===== src/lsw_pkg.sv =====
// Package of constants for the per-set latency window log block
package lsw_pkg;
  localparam int SET_W = 4;
  localparam int NUM_SETS = 16;
  localparam int LOG_BYTES = 512;
  localparam logic [8:0] LAST_BYTE = 9'h1ff;
  localparam logic [8:0] OFF_STATUS = 9'h000;
  localparam logic [8:0] OFF_RSVD1 = 9'h001;
  localparam logic [8:0] OFF_EVT_LO = 9'h002;
  localparam logic [8:0] OFF_EVT_HI = 9'h003;
  localparam logic [8:0] OFF_TYP_LO = 9'h020;
  localparam logic [8:0] OFF_TYP_HI = 9'h047;
  localparam int EVT_READS = 0;
  localparam int EVT_WRITES = 1;
  localparam int EVT_TIME = 2;
  localparam int EVT_W = 3;
  localparam logic [2:0] WIN_OFF = 3'h0;
  localparam logic [2:0] WIN_DET = 3'h1;
  localparam logic [2:0] WIN_NDET = 3'h2;
  localparam logic [7:0] TYP_FILL = 8'hff;
  localparam logic [EVT_W-1:0] EVT_RESET = 3'h0;
endpackage


===== src/lsw_log_top.sv =====
// Per-set latency window log record generator
// Function
// One record per storage set, each streamed as exactly 512 bytes.
// The set number comes in command doubleword 11 and its record returns.
// Byte 0 bits 2:0 hold 0 off, 1 deterministic or 2 nondeterministic.
// Byte 0 bits 7:3 and all of byte 1 read as zero.
// Bytes 3:2 carry read, write, time warnings in bits 0..2, rest zero.
// Event flags accumulate independently and may be set together.
// A successful read with retain clear clears that set's event flags.
// The same read clears that set's aggregate event entry.
// Typical, maximum and minimum bytes are fixed worst-case constants.
// Retain set or a failed read leaves flags and aggregate entry alone.
// A newly added aggregate entry raises a one-cycle host event.
`timescale 1ns/1ps
module lsw_log_top (
  input wire logic mclk,
  input wire logic srst,
  input wire logic rd_start,
  input wire logic [31:0] cdw11,
  input wire logic retain_evt,
  input wire logic rd_ok,
  input wire logic [lsw_pkg::NUM_SETS*3-1:0] set_window,
  input wire logic [lsw_pkg::NUM_SETS*lsw_pkg::EVT_W-1:0] evt_in,
  output logic rd_busy,
  output logic byte_valid,
  output logic [7:0] byte_data,
  output logic [8:0] byte_index,
  output logic byte_last,
  output logic rd_done,
  output logic [lsw_pkg::NUM_SETS-1:0] agg_entries,
  output logic async_evt
);
  typedef enum logic [1:0] {
    LSW_IDLE, LSW_SEND, LSW_WAIT
  } lsw_state_t;

  lsw_state_t state_q;
  logic [8:0] idx_q;
  logic [lsw_pkg::SET_W-1:0] sel_q;
  logic retain_q;
  logic [lsw_pkg::NUM_SETS-1:0] clr_vec;
  logic [lsw_pkg::NUM_SETS-1:0] new_vec;
  logic [lsw_pkg::NUM_SETS*3-1:0] win_vec;
  logic [lsw_pkg::NUM_SETS*lsw_pkg::EVT_W-1:0] flag_vec;
  logic [2:0] sel_win;
  logic [lsw_pkg::EVT_W-1:0] sel_flags;
  logic [7:0] byte_d;
  logic async_q;

  for (genvar g = 0; g < lsw_pkg::NUM_SETS; g++) begin : g_set
    lsw_win_sync u_sync (
      .mclk(mclk),
      .srst(srst),
      .win_in(set_window[g*3 +: 3]),
      .win_q(win_vec[g*3 +: 3])
    );
    lsw_set_flags u_flags (
      .mclk(mclk),
      .srst(srst),
      .evt_set(evt_in[g*lsw_pkg::EVT_W +: lsw_pkg::EVT_W]),
      .clr(clr_vec[g]),
      .flags_q(flag_vec[g*lsw_pkg::EVT_W +: lsw_pkg::EVT_W]),
      .agg_q(agg_entries[g]),
      .agg_new(new_vec[g])
    );
  end

  assign sel_win = win_vec[sel_q*3 +: 3];
  assign sel_flags = flag_vec[sel_q*lsw_pkg::EVT_W +: lsw_pkg::EVT_W];

  // Clear only on completion outcome, after the snapshot was streamed
  always_comb begin
    clr_vec = '0;
    if (state_q == LSW_WAIT && rd_ok && !retain_q) begin
      clr_vec[sel_q] = 1'b1; // see see
    end
  end

  always_ff @(posedge mclk) begin
    if (srst) begin
      state_q <= LSW_IDLE;
    end else begin
      case (state_q)
        LSW_IDLE: begin
          if (rd_start) begin
            state_q <= LSW_SEND;
          end
        end
        LSW_SEND: begin
          if (idx_q == lsw_pkg::LAST_BYTE) begin
            state_q <= LSW_WAIT;
          end
        end
        LSW_WAIT: begin
          state_q <= LSW_IDLE;
        end
        default: begin
          state_q <= LSW_IDLE;
        end
      endcase
    end
  end

  // Capture set and retain bit at command start
  always_ff @(posedge mclk) begin
    if (srst) begin
      sel_q <= '0;
      retain_q <= 1'b0;
    end else if (state_q == LSW_IDLE && rd_start) begin
      sel_q <= cdw11[lsw_pkg::SET_W-1:0];
      retain_q <= retain_evt;
    end
  end

  always_ff @(posedge mclk) begin
    if (srst) begin
      idx_q <= '0;
    end else if (state_q == LSW_SEND) begin
      idx_q <= idx_q + 9'h001;
    end else begin
      idx_q <= '0;
    end
  end

  always_comb begin
    byte_d = 8'h00;
    if (idx_q == lsw_pkg::OFF_STATUS) begin
      byte_d = {5'h00, sel_win}; // see
    end else if (idx_q == lsw_pkg::OFF_EVT_LO) begin
      byte_d = {5'h00, sel_flags};
    end else if (idx_q >= lsw_pkg::OFF_TYP_LO &&
                 idx_q <= lsw_pkg::OFF_TYP_HI) begin
      byte_d = lsw_pkg::TYP_FILL;
    end
  end

  always_ff @(posedge mclk) begin
    if (srst) begin
      byte_valid <= 1'b0;
      byte_data <= 8'h00;
      byte_index <= 9'h000;
      byte_last <= 1'b0;
    end else begin
      byte_valid <= (state_q == LSW_SEND);
      byte_data <= (state_q == LSW_SEND) ? byte_d : 8'h00;
      byte_index <= idx_q;
      byte_last <= (state_q == LSW_SEND) && (idx_q == lsw_pkg::LAST_BYTE);
    end
  end

  always_ff @(posedge mclk) begin
    if (srst) begin
      async_q <= 1'b0;
    end else begin
      async_q <= |new_vec;
    end
  end

  assign async_evt = async_q;
  assign rd_busy = (state_q != LSW_IDLE);
  assign rd_done = (state_q == LSW_WAIT);

  // Counts streamed bytes so the length check needs no long delay
  logic [9:0] vcnt_q;

  always_ff @(posedge mclk) begin
    if (srst) begin
      vcnt_q <= '0;
    end else if (state_q == LSW_IDLE && rd_start) begin
      vcnt_q <= '0;
    end else if (byte_valid) begin
      vcnt_q <= vcnt_q + 10'h001;
    end
  end
endmodule // lsw_log_top


===== src/lsw_set_flags.sv =====
// Sticky event flags and aggregate entry of one storage set
`timescale 1ns/1ps
module lsw_set_flags (
  input wire logic mclk,
  input wire logic srst,
  input wire logic [lsw_pkg::EVT_W-1:0] evt_set,
  input wire logic clr,
  output logic [lsw_pkg::EVT_W-1:0] flags_q,
  output logic agg_q,
  output logic agg_new
);
  logic [lsw_pkg::EVT_W-1:0] flags_d;
  logic agg_d;

  // Set beats clear so an event in the clear cycle survives
  always_comb begin
    flags_d = (clr ? lsw_pkg::EVT_RESET : flags_q) | evt_set;
    agg_d = (clr ? 1'b0 : agg_q) | (|evt_set);
  end

  always_ff @(posedge mclk) begin
    if (srst) begin
      flags_q <= lsw_pkg::EVT_RESET;
    end else begin
      flags_q <= flags_d;
    end
  end

  always_ff @(posedge mclk) begin
    if (srst) begin
      agg_q <= 1'b0;
    end else begin
      agg_q <= agg_d;
    end
  end

  assign agg_new = agg_d & ~agg_q;
endmodule // lsw_set_flags


===== src/lsw_win_sync.sv =====
// Three-stage synchroniser for the window code inputs of one set
`timescale 1ns/1ps
module lsw_win_sync (
  input wire logic mclk,
  input wire logic srst,
  input wire logic [2:0] win_in,
  output logic [2:0] win_q
);
  logic [2:0] s1_q;
  logic [2:0] s2_q;
  logic [2:0] s3_q;

  always_ff @(posedge mclk) begin
    if (srst) begin
      s1_q <= lsw_pkg::WIN_OFF;
      s2_q <= lsw_pkg::WIN_OFF;
      s3_q <= lsw_pkg::WIN_OFF;
    end else begin
      s1_q <= win_in;
      s2_q <= s1_q;
      s3_q <= s2_q;
    end
  end

  // Accept only once two stages agree; undefined codes fold to off
  always_ff @(posedge mclk) begin
    if (srst) begin
      win_q <= lsw_pkg::WIN_OFF;
    end else if (s2_q == s3_q) begin
      if (s3_q == lsw_pkg::WIN_DET || s3_q == lsw_pkg::WIN_NDET) begin
        win_q <= s3_q;
      end else begin
        win_q <= lsw_pkg::WIN_OFF;
      end
    end
  end
endmodule // lsw_win_sync

===== config.mk =====
export PLATFORM = sky130hd
export DESIGN_NAME = lsw_log_top
export DESIGN_NICKNAME = d
export VERILOG_FILES = /design/src/lsw_pkg.sv /design/src/lsw_log_top.sv /design/src/lsw_set_flags.sv /design/src/lsw_win_sync.sv
export SDC_FILE = /design/constraint.sdc
export NUM_CORES = 1
export LEC_CHECK = 0
export ABC_AREA = 1
export CORE_ASPECT_RATIO = 1.75
export CORE_MARGIN = 1
export CORE_UTILIZATION = 50
export DETAILED_ROUTE_END_ITERATION = 16
export DONT_BUFFER_PORTS = 1
export PLACE_DENSITY = 0.67
export SYNTH_ARGS = -nofsm -noshare
export SYNTH_HDL_FRONTEND = slang
export SYNTH_HIERARCHICAL = 1
export SYNTH_SLANG_ARGS = --single-unit

===== constraint.sdc =====
create_clock -name mclk -period 2.1 [get_ports mclk]
set_clock_uncertainty 0.05 [all_clocks]
set_input_delay 0.105 -clock mclk [delete_from_list [all_inputs] [get_ports mclk]]
set_output_delay 0.105 -clock mclk [all_outputs]
set_load 0.03 [all_outputs]

### Yosys cells after proc, flatten, opt, wreduce, memory -nomap -nowiden

Cells that the tools add are included.

* register bits after elaboration: 292
* bits in latches: 0
* memory bits (writable): 0
* ROM bits: 0
* bits of input ports: 133
* output and inout port bits: 38
* word-level logic and storage cells: 336
* memories: 0

* add/subtract/negate cells: 1
* multipliers: 1
* div/mod/pow operators: 0
* $lt $le $gt $ge: 4
* equality and inequality tests: 54
* shift operators: 2
* muxes and demuxes: 57
* bitwise operators: 65
* reduce and logical (&&, ||, !) cells: 46

Operators by type and width (number)
* 2-to-1 mux 3 bit: 34
* indexed part select 48 x 7 -> 3 bit: 2
* equality test 3 x 1 -> 1 bit, second input constant: 16
* equality test 3 x 2 -> 1 bit, second input constant: 16
* equality test 3 bit: 16
* OR 3 bit: 16
* OR reduction 3 bit: 16
* 2-to-1 mux 1 bit: 17
* inverter 1 bit: 17
* AND 1 bit: 16
* logical OR 1 bit: 16
* 2-to-1 mux 16 bit: 1
* OR 1 bit: 16
* OR reduction 16 bit: 1
* adder 9 x 1 -> 9 bit, second input constant: 1
* equality test 9 x 2 -> 1 bit, second input constant: 1
* equality test 9 bit, second input constant: 1
* >= comparator 9 x 6 -> 1 bit, second input constant: 1
* <= comparator 9 x 7 -> 1 bit, second input constant: 1
* logical NOT 9 bit: 1
* 2-to-1 mux 8 bit: 1
* logical AND 1 bit: 6
* multiplier 4 x 2 -> 6 bit, second input constant: 1
* < comparator 4 x 5 -> 1 bit, second input constant: 1
* 13 further kinds: 15

### Longest topological paths before layout

* word-level depth: 9
* depth in mapped cells: 13
* gate-level depth less buffers: 13

### Hierarchy

The synthesis kept the hierarchy.

Modules (own cells, without submodules)
* lsw_win_sync: instances 16, cells an instance 57, area an instance 436.7 µm², sequential area each 240.2 µm²
* lsw_log_top: instances 1, cells an instance 427, area an instance 2414.8 µm², sequential area each 640.6 µm²
* lsw_set_flags: instances 16, cells an instance 21, area an instance 148.9 µm², sequential area each 80.1 µm²

### Least setup slack after synthesis

OpenSTA, ideal clock, no wires.

* path kind: register to register
* start: register state_q[1]
* end: register async_q (netlist: async_evt)
* data arrival time: 1.948 ns
* required time: 1.910 ns
* path slack: -0.038 ns
* cell stages (with the launch flop): 14
* path buffers: 0
* cells stage by stage: dfxtp_1 -> inv_1 -> nor2_1 -> nand2_1 -> nor2_1 -> nand2_1 -> nor2_1 -> inv_2 -> nand2_1 -> nand3_1 -> nand2_1 -> inv_1 -> nor4_1 -> a41oi_1

* longest elaborated chain between the ends: 8

Ends and longest elaborated chain
* start, declared: RTL line lsw_log_top.sv:37 `lsw_state_t state_q;`
* start signal, assigned: RTL line lsw_log_top.sv:81 `state_q <= LSW_IDLE;`
* start signal, assigned: RTL line lsw_log_top.sv:86 `state_q <= LSW_SEND;`
* start signal, assigned: RTL line lsw_log_top.sv:91 `state_q <= LSW_WAIT;`
* equality test 2 bit
* named net rd_done: RTL line lsw_log_top.sv:29 `output logic rd_done,`
* logical AND 1 bit (2 in a row): RTL line lsw_log_top.sv:74 `if (state_q == LSW_WAIT && rd_ok && !retain_q) begin`
* 2-to-1 mux 16 bit: RTL line lsw_log_top.sv:74
* named net clr_vec (one bit): RTL line lsw_log_top.sv:41 `logic [lsw_pkg::NUM_SETS-1:0] clr_vec;`
* 2-to-1 mux 1 bit: RTL line lsw_set_flags.sv:18 `agg_d = (clr ? 1'b0 : agg_q) | (|evt_set);`
* OR 1 bit: RTL line lsw_set_flags.sv:18
* AND 1 bit: RTL line lsw_set_flags.sv:37 `assign agg_new = agg_d & ~agg_q;`
* named net new_vec (one bit): RTL line lsw_log_top.sv:42 `logic [lsw_pkg::NUM_SETS-1:0] new_vec;`
* OR reduction 16 bit: RTL line lsw_log_top.sv:155 `async_q <= |new_vec;`
* end signal, assigned: RTL line lsw_log_top.sv:155
* end, declared: RTL line lsw_log_top.sv:48 `logic async_q;`

The timed path passes the listed nets, and every way through them passes these cells.
A chain may end at the register's enable or synchronous reset.

### Worst setup path in the final report

* start: register state_q[1]
* end: register async_q (netlist: async_evt)

* longest elaborated chain between the ends: 8

Ends and longest elaborated chain (RTL line)
* equality test 2 bit: lsw_log_top.sv:74
* logical AND 1 bit (2 in a row): lsw_log_top.sv:74
* 2-to-1 mux 16 bit: lsw_log_top.sv:74
* named net clr_vec (one bit): lsw_log_top.sv:41
* 2-to-1 mux 1 bit: lsw_set_flags.sv:18
* OR 1 bit: lsw_set_flags.sv:18
* AND 1 bit: lsw_set_flags.sv:37
* named net new_vec (one bit): lsw_log_top.sv:42
* OR reduction 16 bit: lsw_log_top.sv:155

The timed path passes the listed nets, and every way through them passes these cells.

==> results.md <==
- Pins Over Slew Limit: 0
- Gpl congestion: about 0.85
- WS Path Type: flop to flop
- Post-Syn Instances: 1675
- Die Ht: slightly above 200 um
- Iter 0 DRT Violations: between 600 and 700
- Clock share of power: 40.1%
- P_leak: approximately 7.7 nW
- Initial antenna violation count: 1
- Sequential cell area fraction in the yosys report: 48.93%
- Per-cell routed wire length: about 13 um
- Worst EP arrival: roughly 2500 ps
- Die area: roughly 0.024 sq mm
- Most frequent cells in the layout: nand2_1 (412), nor2_1 (322), inv_1 (289)
- Synthesized area per cell: between 7 and 8 sq um
- Reg2Reg Depth: 15
- GRT Util Overall: ~23%
- GR Layer Usage met1: around 22%
- Die width: between 100 and 150 um
- CP Data Required Time: ~2500 ps
- Post-route setup TNS: 0 ps
- Tcrit/Tclk final: between 90 and 100%
- Global route hottest layer: met2
- Core ar.: 0.02324 sq mm
- # DRC: 0
- Synth unique cells: 29
- Seq cells post-synth: approximately 290
- Root Buffer: clkbuf_16
- Commonest non-fill, non-tap cell in the layout: nand2_1
- GR Overflow Total: 0
- Antenna Nets Post-Route: 0
- RSZ-0062 raised after global routing: true
- IO Port Bufs: 0
- Mean number of vias per cell: between 4 and 5
- Final hold slack: around 47 ps
- Starting Density: approximately half
- Slew Limit Headroom: roughly two thirds
- Hold Path Class: input port to flop
- Clock Latency Late Sink: about 540 ps
- Clock-pin slew on the worst setup and hold paths: ~70 ps
- Htree depth: 1
- Combinational power share: between 10% and 20%
- Switching Share: around a quarter
- Total number of vias: 10620
- Boundary Pins: roughly 170
- Dpl hpwl: around 17 mm
- Status: completed
- Hold Path Cell Cnt: 6
- Max Root-Sink Buffers: 3
- Sequential share of power: 48.8%
- Final min period: about 2100 ps
- Sink Count: 288
- Cell taking the most area after synthesis: dfxtp_1
- Fmax: roughly 0.48 GHz
- Drt total wl: 28.30 mm
- Design internal power: 9.219 mW
- End of the worst register-to-register path: async_evt
- Least-Margin Pin Slew: 498.1 ps
- Reg2reg setup slack: slightly above 10 ps
- Worst Hold Path EP: async_evt
- Share of cells above drive strength 1: between 10% and 20%
- Met2 usage: about 45%
- Pre-antenna DRT Iters: 5
- Final std cells w/o fill: around 2200
- Vias in the first global route: between 10000 and 15000
- CTS Buf Count: 27
- Max VDD drop: 595.6 uV
- Layout Nets: about 2000
- Max-Cap Viols: 0
- Reg2reg start: state_q[1]
- PD cells: 796.3 mW/mm^2
- Syn_nets: approximately 1800
- Mapped Area: about 0.012 sq mm
- Crit-path max FO: 4
- Synth area leaders: dfxtp_1 (49%), nand2_1 (13%), nor2_1 (11%)
- Largest net degree at the start of global routing: 135
- Setup crit end kind: flop
- First-pass GRT wire length: around 45 mm
- CP startpoint kind: flop
- Layout area overhead: 30.45%
- Placed cells: approximately 2000
- Hold Crit Start: evt_in[26]
- TritonCTS clock tree: done
- Global routing usage on met3: 2.784%
- Synth Warn #: 6
- Final setup violation count: 0
- Final hold vios: 0
- NetSw: between 3 and 4 mW
- Yosys top cell area share: 48.93%
- Rows: 74
==> cells in the mapped netlist (all sizes together) <==
| cell type | instances |
|---|---|
| a211oi | 5 |
| nand2 | 468 |
| xor2 | 17 |
| nor4 | 4 |
| nor3 | 2 |
| ha | 4 |
| o21ai | 11 |
| nand3 | 61 |
| dfxtp | 288 |
| o22ai | 1 |
| xnor2 | 16 |
| buf | 41 |
| a21oi | 56 |
| nand4 | 34 |
| nor2 | 353 |
| a41oi | 1 |
| inv | 309 |
| nor3b | 1 |
| o21bai | 3 |
==> final cells by class <==
class / instances / area (sq um)
Antenna cell: 1 / 2.502
Clock buffer: 41 / 798.3
Fill cell: 1948 / 7868
Tap cell: 304 / 380.4
Inverter: 309 / 1167
Clock inverter: 7 / 90.09
Timing Repair Buffer: 244 / 2396
Multi-Input combinational cell: 1037 / 4770
Sequential cell: 288 / 5768
==> worst max-delay path by stage <==
| stage | slack [ps] | cells after the start | startpoint | end |
|---|---|---|---|---|
| CTS | 10 | 12 | state_q[1] | g_set[12].u_flags/flags_q[2] |
| finish | 10 | 15 | state_q[1] | async_evt |
| global route | -120 | 12 | state_q[1] | g_set[10].u_flags/agg_q |
| floorplan | 120 | 13 | state_q[1] | async_evt |
| detailed placement | -80 | 14 | state_q[1] | async_evt |
| global placement | -90 | 15 | state_q[1] | async_evt |
==> timing repair <==
item | in CTS | in global routing
buffers inserted | 0 | 4
hold endpoints to repair | 279 | 8
pin swaps | 0 | 13
gates resized for setup | 2 | 51
hold buffers | 218 | 7
setup endpoints to repair | 1 | 48
==> flip-flops by register name, indices dropped and copies added (netlist names), 9 cells and up <==
register / count
idx_q: 9
g_set.u_sync/s1_q: 48
g_set.u_flags/flags_q: 48
g_set.u_sync/win_q: 48
byte_index: 9
g_set.u_sync/s3_q: 48
g_set.u_flags/agg_q: 16
g_set.u_sync/s2_q: 48
==> critical path: stages (launching register included) <==
cell,delay (ps)
dfxtp_2,340
inv_2,50
nor2_4,130
nand2_2,80
nor2_4,160
buf_6,150
nand2_8,70
nor2_4,120
inv_2,70
nand2_1,70
nand3_1,100
nand2_1,100
inv_1,50
nor4_2,160
buf_4,170
a41oi_1,100
==> power groups by stage <==
| stage | clock network [mW] | registers, mW | logic [mW] |
|---|---|---|---|
| 6_report | 4.91 | 5.97 | 1.36 |
| 3_5_place_dp | 0 | 6.09 | 0.965 |
| 2_1_floorplan | 0 | 6.03 | 0.846 |
| 3_3_place_gp | 0 | 6.08 | 0.948 |
| 4_1_cts | 4.99 | 5.96 | 1.32 |
| 5_1_grt | 5.25 | 6.00 | 1.53 |
==> layer usage <==
| layer | vias up | wire length [um] |
|---|---|---|
| li1 | 5419 | - |
| met1 | 4809 | 10460 |
| met2 | 291 | 15080 |
| met3 | 101 | 1147 |
| met4 | 0 | 1609 |
| met5 | - | 0 |
==> cells by family (layout without fill, tap and decap cells) <==
| group | after synthesis | count (layout) | synth area share [%] |
|---|---|---|---|
| AOI/OAI and AO/OA | 77 | 77 | 3.483 |
| xor gates and xnor gates | 33 | 33 | 2.453 |
| adders and majority gates | 4 | 4 | 0.4247 |
| buffers and inverters | 350 | 601 | 12.25 |
| DFF | 288 | 288 | 48.93 |
| other | 0 | 1 | 0 |
| and+or+nand+nor | 923 | 923 | 32.46 |
==> metrics by stage <==
step | instance area (sq um) | setup slack [ps] | util [%] | power (mW)
finish | 15370 | 10.28 | 66.15 | 12.24
global placement | 12070 | -91.18 | 51.94 | 7.028
CTS | 15170 | 9.823 | 65.27 | 12.27
floorplan | 11790 | 122.9 | - | 6.871
global route | 15370 | -120.3 | 66.15 | 12.77
detailed placement | 12070 | -80.26 | 51.94 | 7.052
Power figures use the tool's default switching activity.
